<file path="src/hw/dso_pkg.sv">
package dso_pkg;
	// ------------------------------------------------------------
	// register map
	// ------------------------------------------------------------
	localparam logic [7:0] ADDR_MODE      = 8'h10;
	localparam logic [7:0] ADDR_SWITCH    = 8'h14;
	localparam logic [7:0] ADDR_A_DELAY   = 8'h30;
	localparam logic [7:0] ADDR_A_SPACING = 8'h31;
	localparam logic [7:0] ADDR_B_DELAY   = 8'h35;
	localparam logic [7:0] ADDR_B_SPACING = 8'h36;
	localparam logic [7:0] ADDR_A_RESULT  = 8'h60;
	localparam logic [7:0] ADDR_B_RESULT  = 8'h61;
	localparam logic [7:0] ADDR_STATUS    = 8'h62;
	localparam logic [7:0] ADDR_SLOT_EN   = 8'h63;
	// ------------------------------------------------------------
	// fields and values
	// ------------------------------------------------------------
	localparam logic [1:0] MODE_STANDBY = 2'h0;
	localparam logic [1:0] MODE_NORMAL  = 2'h2;
	localparam logic [3:0] SW_FLOAT     = 4'h0;
	localparam logic [3:0] SW_ALL       = 4'h1;
	localparam logic [3:0] SW_UPPER     = 4'h4;
	localparam logic [3:0] SW_LOWER     = 4'h5;
	localparam int         SW_A_LSB     = 4;
	localparam int         SW_B_LSB     = 8;
	localparam int         CNT_LSB      = 8;
	localparam logic [15:0] RST_DELAY   = 16'h0017;
	localparam logic [15:0] RST_SPACING = 16'h0113;
	localparam logic [15:0] RST_ZERO    = 16'h0000;
	localparam logic [1:0]  RST_SLOT_EN = 2'h3;
	// ------------------------------------------------------------
	// timing
	// ------------------------------------------------------------
	localparam int CLK_MHZ        = 100;
	localparam int US_CYCLES      = CLK_MHZ;
	localparam int COMPUTE_A_US   = 68;
	localparam int COMPUTE_B_US   = 20;
	localparam int SLEEP_MIN_US   = 222;
	localparam int SAMPLE_KHZ     = 32;
	localparam int SAMPLE_DIV     = (CLK_MHZ * 1000) / SAMPLE_KHZ;
	localparam int SAMPLE_PERIODS = 32;
	localparam int EMIT_US        = 3;
	// ------------------------------------------------------------
	// sequencer states
	// ------------------------------------------------------------
	typedef enum logic [2:0] {
		ST_IDLE, ST_WAIT, ST_A_RUN, ST_A_CALC, ST_B_RUN, ST_B_CALC, ST_SLEEP
	} dso_state_t;
endpackage

</file>
<file path="src/hw/dso_tick.sv">
`timescale 1ns/1ns
`default_nettype none
// restartable divider giving a one-cycle strobe every DIV cycles
module dso_tick
	import dso_pkg::*;
#(
	parameter int DIV = US_CYCLES
) (
	// clock and reset
	input  wire logic clk_sys,
	input  wire logic rst_b,
	input  wire logic ce,
	// control
	input  wire logic restart,
	output logic      tick
);
	typedef struct packed {
		logic [15:0] cnt;  // cycles since last strobe
		logic        tick; // strobe
	} dso_tick_st_t;
	dso_tick_st_t s_reg, s_next;

	// ------------------------------------------------------------
	// next state
	// ------------------------------------------------------------
	always_comb begin
		s_next      = s_reg;
		s_next.tick = 1'b0;
		if (restart) begin
			s_next.cnt = 16'h0000;
		end else if (s_reg.cnt == 16'(DIV - 1)) begin
			s_next.cnt  = 16'h0000;
			s_next.tick = 1'b1;
		end else begin
			s_next.cnt = s_reg.cnt + 16'h0001;
		end
	end

	// ------------------------------------------------------------
	// state register
	// ------------------------------------------------------------
	always_ff @(posedge clk_sys or negedge rst_b) begin
		if (!rst_b) begin
			s_reg <= '0;
		end else if (ce) begin
			s_reg <= s_next;
		end
	end

	assign tick = s_reg.tick;
endmodule
`default_nettype wire

</file>
<file path="src/hw/dso_switch.sv">
`timescale 1ns/1ns
`default_nettype none
// photodiode input switch: maps a 4-bit selection to connect enables
module dso_switch
	import dso_pkg::*;
(
	// selection
	input  wire logic [3:0] sel,
	input  wire logic       active,
	// eight-input connect enables and four channel enables
	output logic      [7:0] pd_connect,
	output logic      [3:0] chan_route
);
	// ------------------------------------------------------------
	// decode; reserved codes float the inputs for safety
	// ------------------------------------------------------------
	always_comb begin
		pd_connect = 8'h00;
		chan_route = 4'h0;
		if (active) begin
			case (sel)
				SW_ALL: begin
					pd_connect = 8'hFF;
					chan_route = 4'h3; // combined inputs to channels 1 and 2
				end
				SW_UPPER: begin
					pd_connect = 8'hF0;
					chan_route = 4'h0;
				end
				SW_LOWER: begin
					pd_connect = 8'h0F;
					chan_route = 4'hF; // each input on two channels
				end
				default: begin
					pd_connect = 8'h00;
					chan_route = 4'h0;
				end
			endcase
		end
	end
endmodule
`default_nettype wire

</file>
<file path="src/hw/dso_seq.sv">
// The strobed register port was left to the implementer.
`timescale 1ns/1ns
`default_nettype none
// dual slot optical sequencer
module dso_seq
	import dso_pkg::*;
#(
	parameter int SAMPLE_TICKS = SAMPLE_PERIODS // sample clock ticks per period
) (
	// clock and reset
	input  wire logic        clk_sys,
	input  wire logic        rst_b,
	input  wire logic        ce,
	// register port
	input  wire logic [7:0]  reg_addr,
	input  wire logic [15:0] reg_wdata,
	input  wire logic        reg_wr,
	input  wire logic        reg_rd,
	output logic      [15:0] reg_rdata,
	// front end result inputs
	input  wire logic [15:0] adc_result,
	// emitters and photodiode switch
	output logic             first_slot_emitter,
	output logic             second_slot_emitter,
	output logic      [7:0]  pd_connect,
	output logic      [3:0]  chan_route
);
	// ------------------------------------------------------------
	// state
	// ------------------------------------------------------------
	typedef struct packed {
		dso_state_t  st;          // sequencer state
		logic [1:0]  mode;        // operating mode
		logic [15:0] sw;          // input switch register
		logic [15:0] a_delay;     // slot A delay register
		logic [15:0] a_spacing;   // slot A count and spacing
		logic [15:0] b_delay;     // slot B delay register
		logic [15:0] b_spacing;   // slot B count and spacing
		logic [1:0]  slot_en;     // slot enables, bit0 A
		logic [15:0] a_result;    // slot A result store
		logic [15:0] b_result;    // slot B result store
		logic [15:0] us_cnt;      // microseconds in phase
		logic [7:0]  pulses;      // unused; held at zero
		logic [15:0] samp_cnt;    // sample ticks in period
		logic        period_due;  // period boundary seen
		logic        emit_a;      // emitter outputs
		logic        emit_b;
		logic [7:0]  pd;          // registered switch outputs
		logic [3:0]  ch;
		logic [15:0] rdata;       // read data
		logic [1:0]  done;        // sticky slot complete flags
	} dso_st_t;
	dso_st_t s_reg, s_next;
	// one struct holds every flop; the next state
	// logic fills a copy and one process registers it
	// limitation: only the latest result word per slot
	// is kept, there is no history buffer here
	// trade-off: results are taken at slot end, so a
	// host read during a slot sees the previous period

	logic       us_tick;   // one-microsecond strobe
	logic       samp_tick; // 32 kHz sample strobe
	logic       us_restart;
	logic [7:0] sw_pd;
	logic [3:0] sw_ch;
	logic [3:0] sw_sel;

	// ------------------------------------------------------------
	// helpers
	// ------------------------------------------------------------
	// both slots share these helpers; each call only
	// gets the settings of its own slot
	// count sits in bits 15:8, spacing in bits 7:0
	// the product stays in 16 bits: 255 x 255 plus a
	// delay of 255 is 65280, so it never overflows
	// time into slot at which its last pulse period ends
	function automatic logic [15:0] slot_len(input logic [15:0] dly, input logic [15:0] sp);
		slot_len = dly[7:0] + 16'(sp[15:CNT_LSB]) * sp[7:0];
	endfunction

	// emitter on during the first microseconds of each pulse period
	function automatic logic emit_on(input logic [15:0] t, input logic [15:0] dly,
	                                 input logic [15:0] sp);
		logic [15:0] rel;
		rel     = 16'h0000;
		emit_on = 1'b0;
		if (t >= 16'(dly[7:0]) && t < slot_len(dly, sp) && sp[7:0] != 8'h00) begin
			rel     = t - 16'(dly[7:0]);
			emit_on = (rel % 16'(sp[7:0])) < 16'(EMIT_US);
		end
	endfunction

	// ------------------------------------------------------------
	// time bases
	// ------------------------------------------------------------
	// microsecond strobe; restarted at each phase
	// change so every phase counts from a clean edge
	// the 32 kHz strobe below runs free
	dso_tick #(
		.DIV (US_CYCLES)
	) u_us (
		.clk_sys (clk_sys),
		.rst_b   (rst_b),
		.ce      (ce),
		.restart (us_restart),
		.tick    (us_tick)
	);

	dso_tick #(
		.DIV (SAMPLE_DIV)
	) u_samp (
		.clk_sys (clk_sys),
		.rst_b   (rst_b),
		.ce      (ce),
		.restart (1'b0),
		.tick    (samp_tick)
	);

	// the switch follows whichever slot is running
	assign sw_sel = (s_reg.st == ST_B_RUN) ? s_reg.sw[SW_B_LSB +: 4]
	                                       : s_reg.sw[SW_A_LSB +: 4];

	dso_switch u_sw (
		.sel        (sw_sel),
		.active     (s_reg.st == ST_A_RUN || s_reg.st == ST_B_RUN),
		.pd_connect (sw_pd),
		.chan_route (sw_ch)
	);

	// microsecond counter restarts at every phase change
	assign us_restart = (s_next.st != s_reg.st);

	// ------------------------------------------------------------
	// next state
	// ------------------------------------------------------------
	always_comb begin
		s_next = s_reg;
		// sample clock paces periods; a boundary is held until wait uses it, or sleep or leaving idle drops it
		if (samp_tick) begin
			if (s_reg.samp_cnt >= 16'(SAMPLE_TICKS - 1)) begin
				s_next.samp_cnt   = 16'h0000;
				s_next.period_due = 1'b1;
			end else begin
				s_next.samp_cnt = s_reg.samp_cnt + 16'h0001;
			end
		end
		if (us_tick) begin
			s_next.us_cnt = s_reg.us_cnt + 16'h0001;
		end
		// ------------------------------------------------------------
		// sequencer
		// ------------------------------------------------------------
		case (s_reg.st)
			ST_IDLE: begin
				// parked until the host selects normal mode
				if (s_reg.mode == MODE_NORMAL) begin
					s_next.st         = ST_WAIT;
					s_next.period_due = 1'b0;
				end
			end
			ST_WAIT: begin
				// wait for the next period boundary
				if (s_reg.period_due) begin
					s_next.period_due = 1'b0;
					// an unused slot adds no time at all
					if (s_reg.slot_en[0]) begin
						s_next.st = ST_A_RUN;
					end else if (s_reg.slot_en[1]) begin
						s_next.st = ST_B_RUN;
					end else begin
						s_next.st = ST_SLEEP;
					end
				end
			end
			ST_A_RUN: begin
				// slot a pulsing; result taken as it ends
				if (s_reg.us_cnt >= slot_len(s_reg.a_delay, s_reg.a_spacing)) begin
					s_next.st       = ST_A_CALC;
					s_next.a_result = adc_result;
				end
			end
			ST_A_CALC: begin
				// fixed slot a compute interval
				if (s_reg.us_cnt >= 16'(COMPUTE_A_US)) begin
					s_next.done[0] = 1'b1;
					s_next.st      = s_reg.slot_en[1] ? ST_B_RUN : ST_SLEEP;
				end
			end
			ST_B_RUN: begin
				// slot b pulsing; result taken as it ends
				if (s_reg.us_cnt >= slot_len(s_reg.b_delay, s_reg.b_spacing)) begin
					s_next.st       = ST_B_CALC;
					s_next.b_result = adc_result;
				end
			end
			ST_B_CALC: begin
				// fixed slot b compute interval
				if (s_reg.us_cnt >= 16'(COMPUTE_B_US)) begin
					s_next.done[1] = 1'b1;
					s_next.st      = ST_SLEEP;
				end
			end
			ST_SLEEP: begin
				// minimum sleep; counted from its own start
				// boundaries during sleep are dropped so sleep is never cut short
				s_next.period_due = 1'b0;
				if (s_reg.us_cnt >= 16'(SLEEP_MIN_US)) begin
					s_next.st = ST_WAIT;
				end
			end
			default: begin
				// unused codes recover to idle
				s_next.st = ST_IDLE;
			end
		endcase
		// leaving normal mode stops at once
		if (s_reg.mode != MODE_NORMAL) begin
			// standby or any other mode parks in idle
			s_next.st = ST_IDLE;
		end
		// judged on the final next state, so a forced
		// idle restarts the count as well
		if (s_next.st != s_reg.st) begin
			s_next.us_cnt = 16'h0000;
		end
		// ------------------------------------------------------------
		// emitters and switch
		// ------------------------------------------------------------
		// emitters, each only in its own slot
		s_next.emit_a = (s_reg.st == ST_A_RUN)
		              && emit_on(s_reg.us_cnt, s_reg.a_delay, s_reg.a_spacing);
		s_next.emit_b = (s_reg.st == ST_B_RUN)
		              && emit_on(s_reg.us_cnt, s_reg.b_delay, s_reg.b_spacing);
		s_next.pd = sw_pd;
		s_next.ch = sw_ch;
		// ------------------------------------------------------------
		// register writes; unmapped addresses are ignored
		// ------------------------------------------------------------
		if (reg_wr) begin
			if (reg_addr == ADDR_MODE) begin
				// mode takes effect next cycle
				s_next.mode = reg_wdata[1:0];
			end else if (reg_addr == ADDR_SWITCH) begin
				// both slot selections in one word
				s_next.sw = reg_wdata;
			end else if (reg_addr == ADDR_A_DELAY) begin
				// slot a delay
				s_next.a_delay = reg_wdata;
			end else if (reg_addr == ADDR_A_SPACING) begin
				// slot a count and spacing
				s_next.a_spacing = reg_wdata;
			end else if (reg_addr == ADDR_B_DELAY) begin
				// slot b delay
				s_next.b_delay = reg_wdata;
			end else if (reg_addr == ADDR_B_SPACING) begin
				// slot b count and spacing
				s_next.b_spacing = reg_wdata;
			end else if (reg_addr == ADDR_SLOT_EN) begin
				// a change is seen at the next boundary; the slot b bit also at slot a's end
				s_next.slot_en = reg_wdata[1:0];
			end
		end
		// ------------------------------------------------------------
		// register reads; status read clears done flags, new completion wins
		// ------------------------------------------------------------
		s_next.rdata = 16'h0000;
		if (reg_rd) begin
			if (reg_addr == ADDR_MODE) begin
				// mode in the two low bits
				s_next.rdata = {14'h0000, s_reg.mode};
			end else if (reg_addr == ADDR_SWITCH) begin
				// input switch word
				s_next.rdata = s_reg.sw;
			end else if (reg_addr == ADDR_A_DELAY) begin
				// slot a delay
				s_next.rdata = s_reg.a_delay;
			end else if (reg_addr == ADDR_A_SPACING) begin
				// slot a count and spacing
				s_next.rdata = s_reg.a_spacing;
			end else if (reg_addr == ADDR_B_DELAY) begin
				// slot b delay
				s_next.rdata = s_reg.b_delay;
			end else if (reg_addr == ADDR_B_SPACING) begin
				// slot b count and spacing
				s_next.rdata = s_reg.b_spacing;
			end else if (reg_addr == ADDR_A_RESULT) begin
				// slot a store, kept apart from slot b
				s_next.rdata = s_reg.a_result;
			end else if (reg_addr == ADDR_B_RESULT) begin
				// slot b store
				s_next.rdata = s_reg.b_result;
			end else if (reg_addr == ADDR_STATUS) begin
				// state code and sticky done flags
				s_next.rdata = {11'h000, 3'(s_reg.st), s_reg.done};
				s_next.done  = s_next.done & ~s_reg.done;
				if (s_reg.st == ST_A_CALC && s_next.st != ST_A_CALC) begin
					s_next.done[0] = 1'b1;
				end
				if (s_reg.st == ST_B_CALC && s_next.st != ST_B_CALC) begin
					s_next.done[1] = 1'b1;
				end
			end else if (reg_addr == ADDR_SLOT_EN) begin
				// slot enables in the two low bits
				s_next.rdata = {14'h0000, s_reg.slot_en};
			end
		end
	end

	// ------------------------------------------------------------
	// state register
	// ------------------------------------------------------------
	always_ff @(posedge clk_sys or negedge rst_b) begin
		if (!rst_b) begin
			// clear all, then load the power-up settings
			s_reg           <= '0;
			s_reg.st        <= ST_IDLE;
			s_reg.mode      <= MODE_STANDBY;
			s_reg.a_delay   <= RST_DELAY;
			s_reg.b_delay   <= RST_DELAY;
			s_reg.a_spacing <= RST_SPACING;
			s_reg.b_spacing <= RST_SPACING;
			s_reg.sw        <= RST_ZERO;
			s_reg.slot_en   <= RST_SLOT_EN;
		end else if (ce) begin
			s_reg <= s_next;
		end
	end

	// outputs straight from flip-flops
	// no logic sits between these flops and the pins
	assign reg_rdata           = s_reg.rdata;
	assign first_slot_emitter  = s_reg.emit_a;
	assign second_slot_emitter = s_reg.emit_b;
	assign pd_connect          = s_reg.pd;
	assign chan_route          = s_reg.ch;
endmodule
`default_nettype wire

</file>
<file path="config.mk">
export PLATFORM = sky130hd
export DESIGN_NAME = dso_seq
export DESIGN_NICKNAME = d
export VERILOG_FILES = /design/src/hw/dso_pkg.sv /design/src/hw/dso_tick.sv /design/src/hw/dso_switch.sv /design/src/hw/dso_seq.sv
export SDC_FILE = /design/constraint.sdc
export NUM_CORES = 1
export LEC_CHECK = 0
export BUFFER_PORTS_ARGS = -buffer_cell sky130_fd_sc_hd__buf_2
export CAP_MARGIN = 30
export CORE_ASPECT_RATIO = 1.5
export CORE_MARGIN = 2
export CORE_UTILIZATION = 45
export CTS_CLUSTER_DIAMETER = 40
export CTS_CLUSTER_SIZE = 16
export DETAILED_ROUTE_END_ITERATION = 8
export RECOVER_POWER = 50
export SETUP_SLACK_MARGIN = 0.02
export SLEW_MARGIN = 20
export SYNTH_ARGS = -nofsm -noshare
export SYNTH_HDL_FRONTEND = slang
export SYNTH_SLANG_ARGS = --single-unit
</file>
<file path="constraint.sdc">
create_clock -name clk_sys -period 41.8 [get_ports clk_sys]
set_input_delay 2.09 -clock clk_sys [delete_from_list [all_inputs] [get_ports clk_sys]]
set_output_delay 2.09 -clock clk_sys [all_outputs]
set_load 0.005 [all_outputs]
</file>
==> run_results.csv <==
group,metric,value,unit
pwr,p_per_area,47.2,mW/mm^2
pwr,p_sw,0.000699,W
logic_synthesis,ys_top_cells_by_count,"330 x ha_1, 313 x nand2_1, 239 x inv_1",
pwr,clock_power_share,0.161,
critical_path,cp_common_cell,"o21a_1",
global_routing,grt_usage,0.251,
logic_synthesis,yosysMostFrequentCell,"ha_1",
routing,via_count,25500,
finish,largest_reg_flops,154,
timing,final_max_slew_viol_count,256,
finish,layout.cells.non_filler,4245,
critical_path,cpMaxStageDelayCell,"o31ai_2",
timing,slew-limit-headroom,-3.37,
clock_tree,clkTransAtPathRegs,70,ps
clock_tree,cts_buffer_depth,3,
critical_path,critical_path_required,42230,ps
logic_synthesis,ys.flop_type,"dfrtp_1",
timing,fmax,26.6,MHz
placed_design,dp_cells,4199,
clock_tree,postCtsHoldBufs,0,
routing,drcViolationCount,0,
global_routing,grt_pass1_vias,25400,
min_path,min_path_type,"reg2reg",
run_status,violations,"max-capacitance violations, max-slew violations",
pwr,power_frac_comb,0.684,
logic_synthesis,synth_largest_area_cell,"dfrtp_1",
logic_synthesis,yosysUniqueCellTypes,147,
critical_path,startpoint_type,"register",
placed_design,dp_slack,4610,ps
logic_synthesis,yosys_warnings,0,
timing,timing.final.ws_setup,4140,ps
die,chipHeight,314,um
global_routing,grt_first_pass_wirelength,134000,um
logic_synthesis,synth_area,0.0289,mm^2
logic_synthesis,synth_nets,3902,
placed_design,gp_congestion,0.927,
die,dieArea,0.0663,mm^2
clock_tree,cts_tree,"built",
critical_path,worst_setup_path_end_kind,"register",
pwr,sequentialPowerShare,0.155,
clock_tree,root_buffer,"clkbuf_16",
timing,rsz0062_at_grt,"no",
placed_design,numPortBuffers,74,
clock_tree,post_cts_buffers,0,
timing,post-route-period-util,0.901,
clock_tree,cts_buffers,25,
run_status,status,"finished with violations",
critical_path,crit_arrival,38090,ps
routing,drt-pass1-iter-count,7,
logic_synthesis,synth_seq_cells,209,
logic_synthesis,synth_top_area_share,0.165,
pwr,p_sw_frac,0.484,
placed_design,post-dp-hpwl,65400,um
logic_synthesis,synth_edf_count,0,
pwr,power,0.00144,W
die,num_rows,113,
routing,drt_iter0_drc,1357,
logic_synthesis,netlist_instances,3435,
timing,worst_clock_skew,27.4,ps
critical_path,crit_family,"compound AO/OA/AOI/OAI gates",
clock_tree,cts_resized,0,
clock_tree,htreeDepth,1,
pwr,leakage,15.2,nW
finish,nNetsFinal,3890,
routing,wire_per_inst,19.7,um
finish,area_growth,5.95,%
global_routing,antenna_found_initial,0,
finish,drive_gt1_frac,0.133,
pwr,intPower,0.000746,W
critical_path,path_class,"reg2reg",
timing,setup_viol,0,
global_routing,grt_overflow,0,
timing,hold_viol,0,
pwr,ir_drop,0.0351,mV
logic_synthesis,synth-async-reset-ratio,1.00,
die,start_util,0.455,
finish,n_fill_cell,6195,
timing,fin_crit,37660,ps
routing,viasPerCell,6.02,
die,core,0.0635,mm^2
clock_tree,cts_sinks,209,
die,io_pins,75,
global_routing,grt_start_max_net_pins,116,
critical_path,cpPeakStageDelay,660,ps
critical_path,crit_buf_inv,4,
timing,setup_tns,0,ps
clock_tree,clock_latency,550,ps
logic_synthesis,ys_seq_area_frac,0.182,
routing,wl,83400,um
timing,tightest_slew,6560,ps
logic_synthesis,yosys-top-cells-area,"dfrtp_1 17%, ha_1 14%, fa_1 6.4%",
finish,antenna_cells,0,
die,die_w,211,um
critical_path,crit_fanout,23,
flow_run,cap_violations,4,
logic_synthesis,syn_area_per_cell,8.41,um^2
routing,ant_nets,0,
-- routing by layer --
layer / global-route usage / part of all wire
met5: 0 / 0
met1: 0.297 / 0.41
met3: 0.0155 / 0.033
met2: 0.461 / 0.50
met4: 0.118 / 0.052
-- power groups by stage --
stage / clock, W / combinational (W) / sequential (W)
floorplan: 0 / 0.000797 / 0.000221
global placement: 0 / 0.000980 / 0.000227
detailed placement: 0 / 0.000980 / 0.000227
CTS: 0.000238 / 0.000985 / 0.000224
global route: 0.000243 / 0.00111 / 0.000225
finish: 0.000232 / 0.000989 / 0.000224
-- final timing paths --
path                              start            endpoint  slack, ps  cells after the start
hold / removal             reg_rdata[5]        reg_rdata[5]        480                      1
setup reg to reg             s_reg[156]  first_slot_emitter       4140                    148
max in group asynchronous         rst_b       u_us.s_reg[2]      32800                      3
hold reg to reg            reg_rdata[5]        reg_rdata[5]        480                      1
setup / recovery             s_reg[156]  first_slot_emitter       4140                    148
min in group asynchronous         rst_b           s_reg[86]       3970                      1
-- cell families (layout without fill, tap and decap cells) --
family / count (synthesis) / after routing / share of synthesized area
AOI/OAI and AO/OA: 907 / 907 / 0.221
xor gates and xnor gates: 168 / 168 / 0.0509
adders and majority gates: 424 / 424 / 0.207
buffers and inverters: 387 / 392 / 0.0570
DFF: 209 / 209 / 0.182
muxes: 204 / 204 / 0.0794
and+or+nand+nor: 1136 / 1136 / 0.202
-- cell usage in the layout (no fill, tap or decap), types with 22 or more instances in the layout --
cell,count
dfrtp_1,191
or3_1,27
o211ai_1,28
and2_1,69
nor3_1,106
nor2b_1,46
o22ai_1,22
and3_1,38
clkbuf_1,22
fa_1,92
buf_2,60
a31oi_1,30
a21oi_1,190
a21o_1,59
o21a_1,99
or2_2,30
nand2b_1,43
a211oi_1,29
nor4_1,26
buf_4,24
ha_1,330
xor2_1,69
mux2i_1,36
xnor2_1,99
clkbuf_16,25
nand3_1,71
o21ai_0,160
inv_1,239
o21bai_1,23
o31ai_1,40
nand4_1,52
nor2_1,221
mux2_2,163
nand2_1,313
-- metrics by stage --
step	utilization	hold slack, ps	area, um^2
after global routing	0.482	506	30600
after global placement	0.469	464	29800
after floorplan	-	447	28900
final	0.482	480	30600
after CTS	0.483	481	30600
after detailed placement	0.469	468	29800
-- final cells by class --
cell class,count,area [um^2],share of cell area
clock inverters,16,231,0.00756
repair buffers,104,563,0.0184
clock buffers,28,637,0.0208
inverters,244,916,0.0299
flip-flops and latches,209,5250,0.172
well taps,805,1010,0.0329
multi-input cells,2839,22000,0.719
No activity file was read; power rests on OpenSTA's default activity.
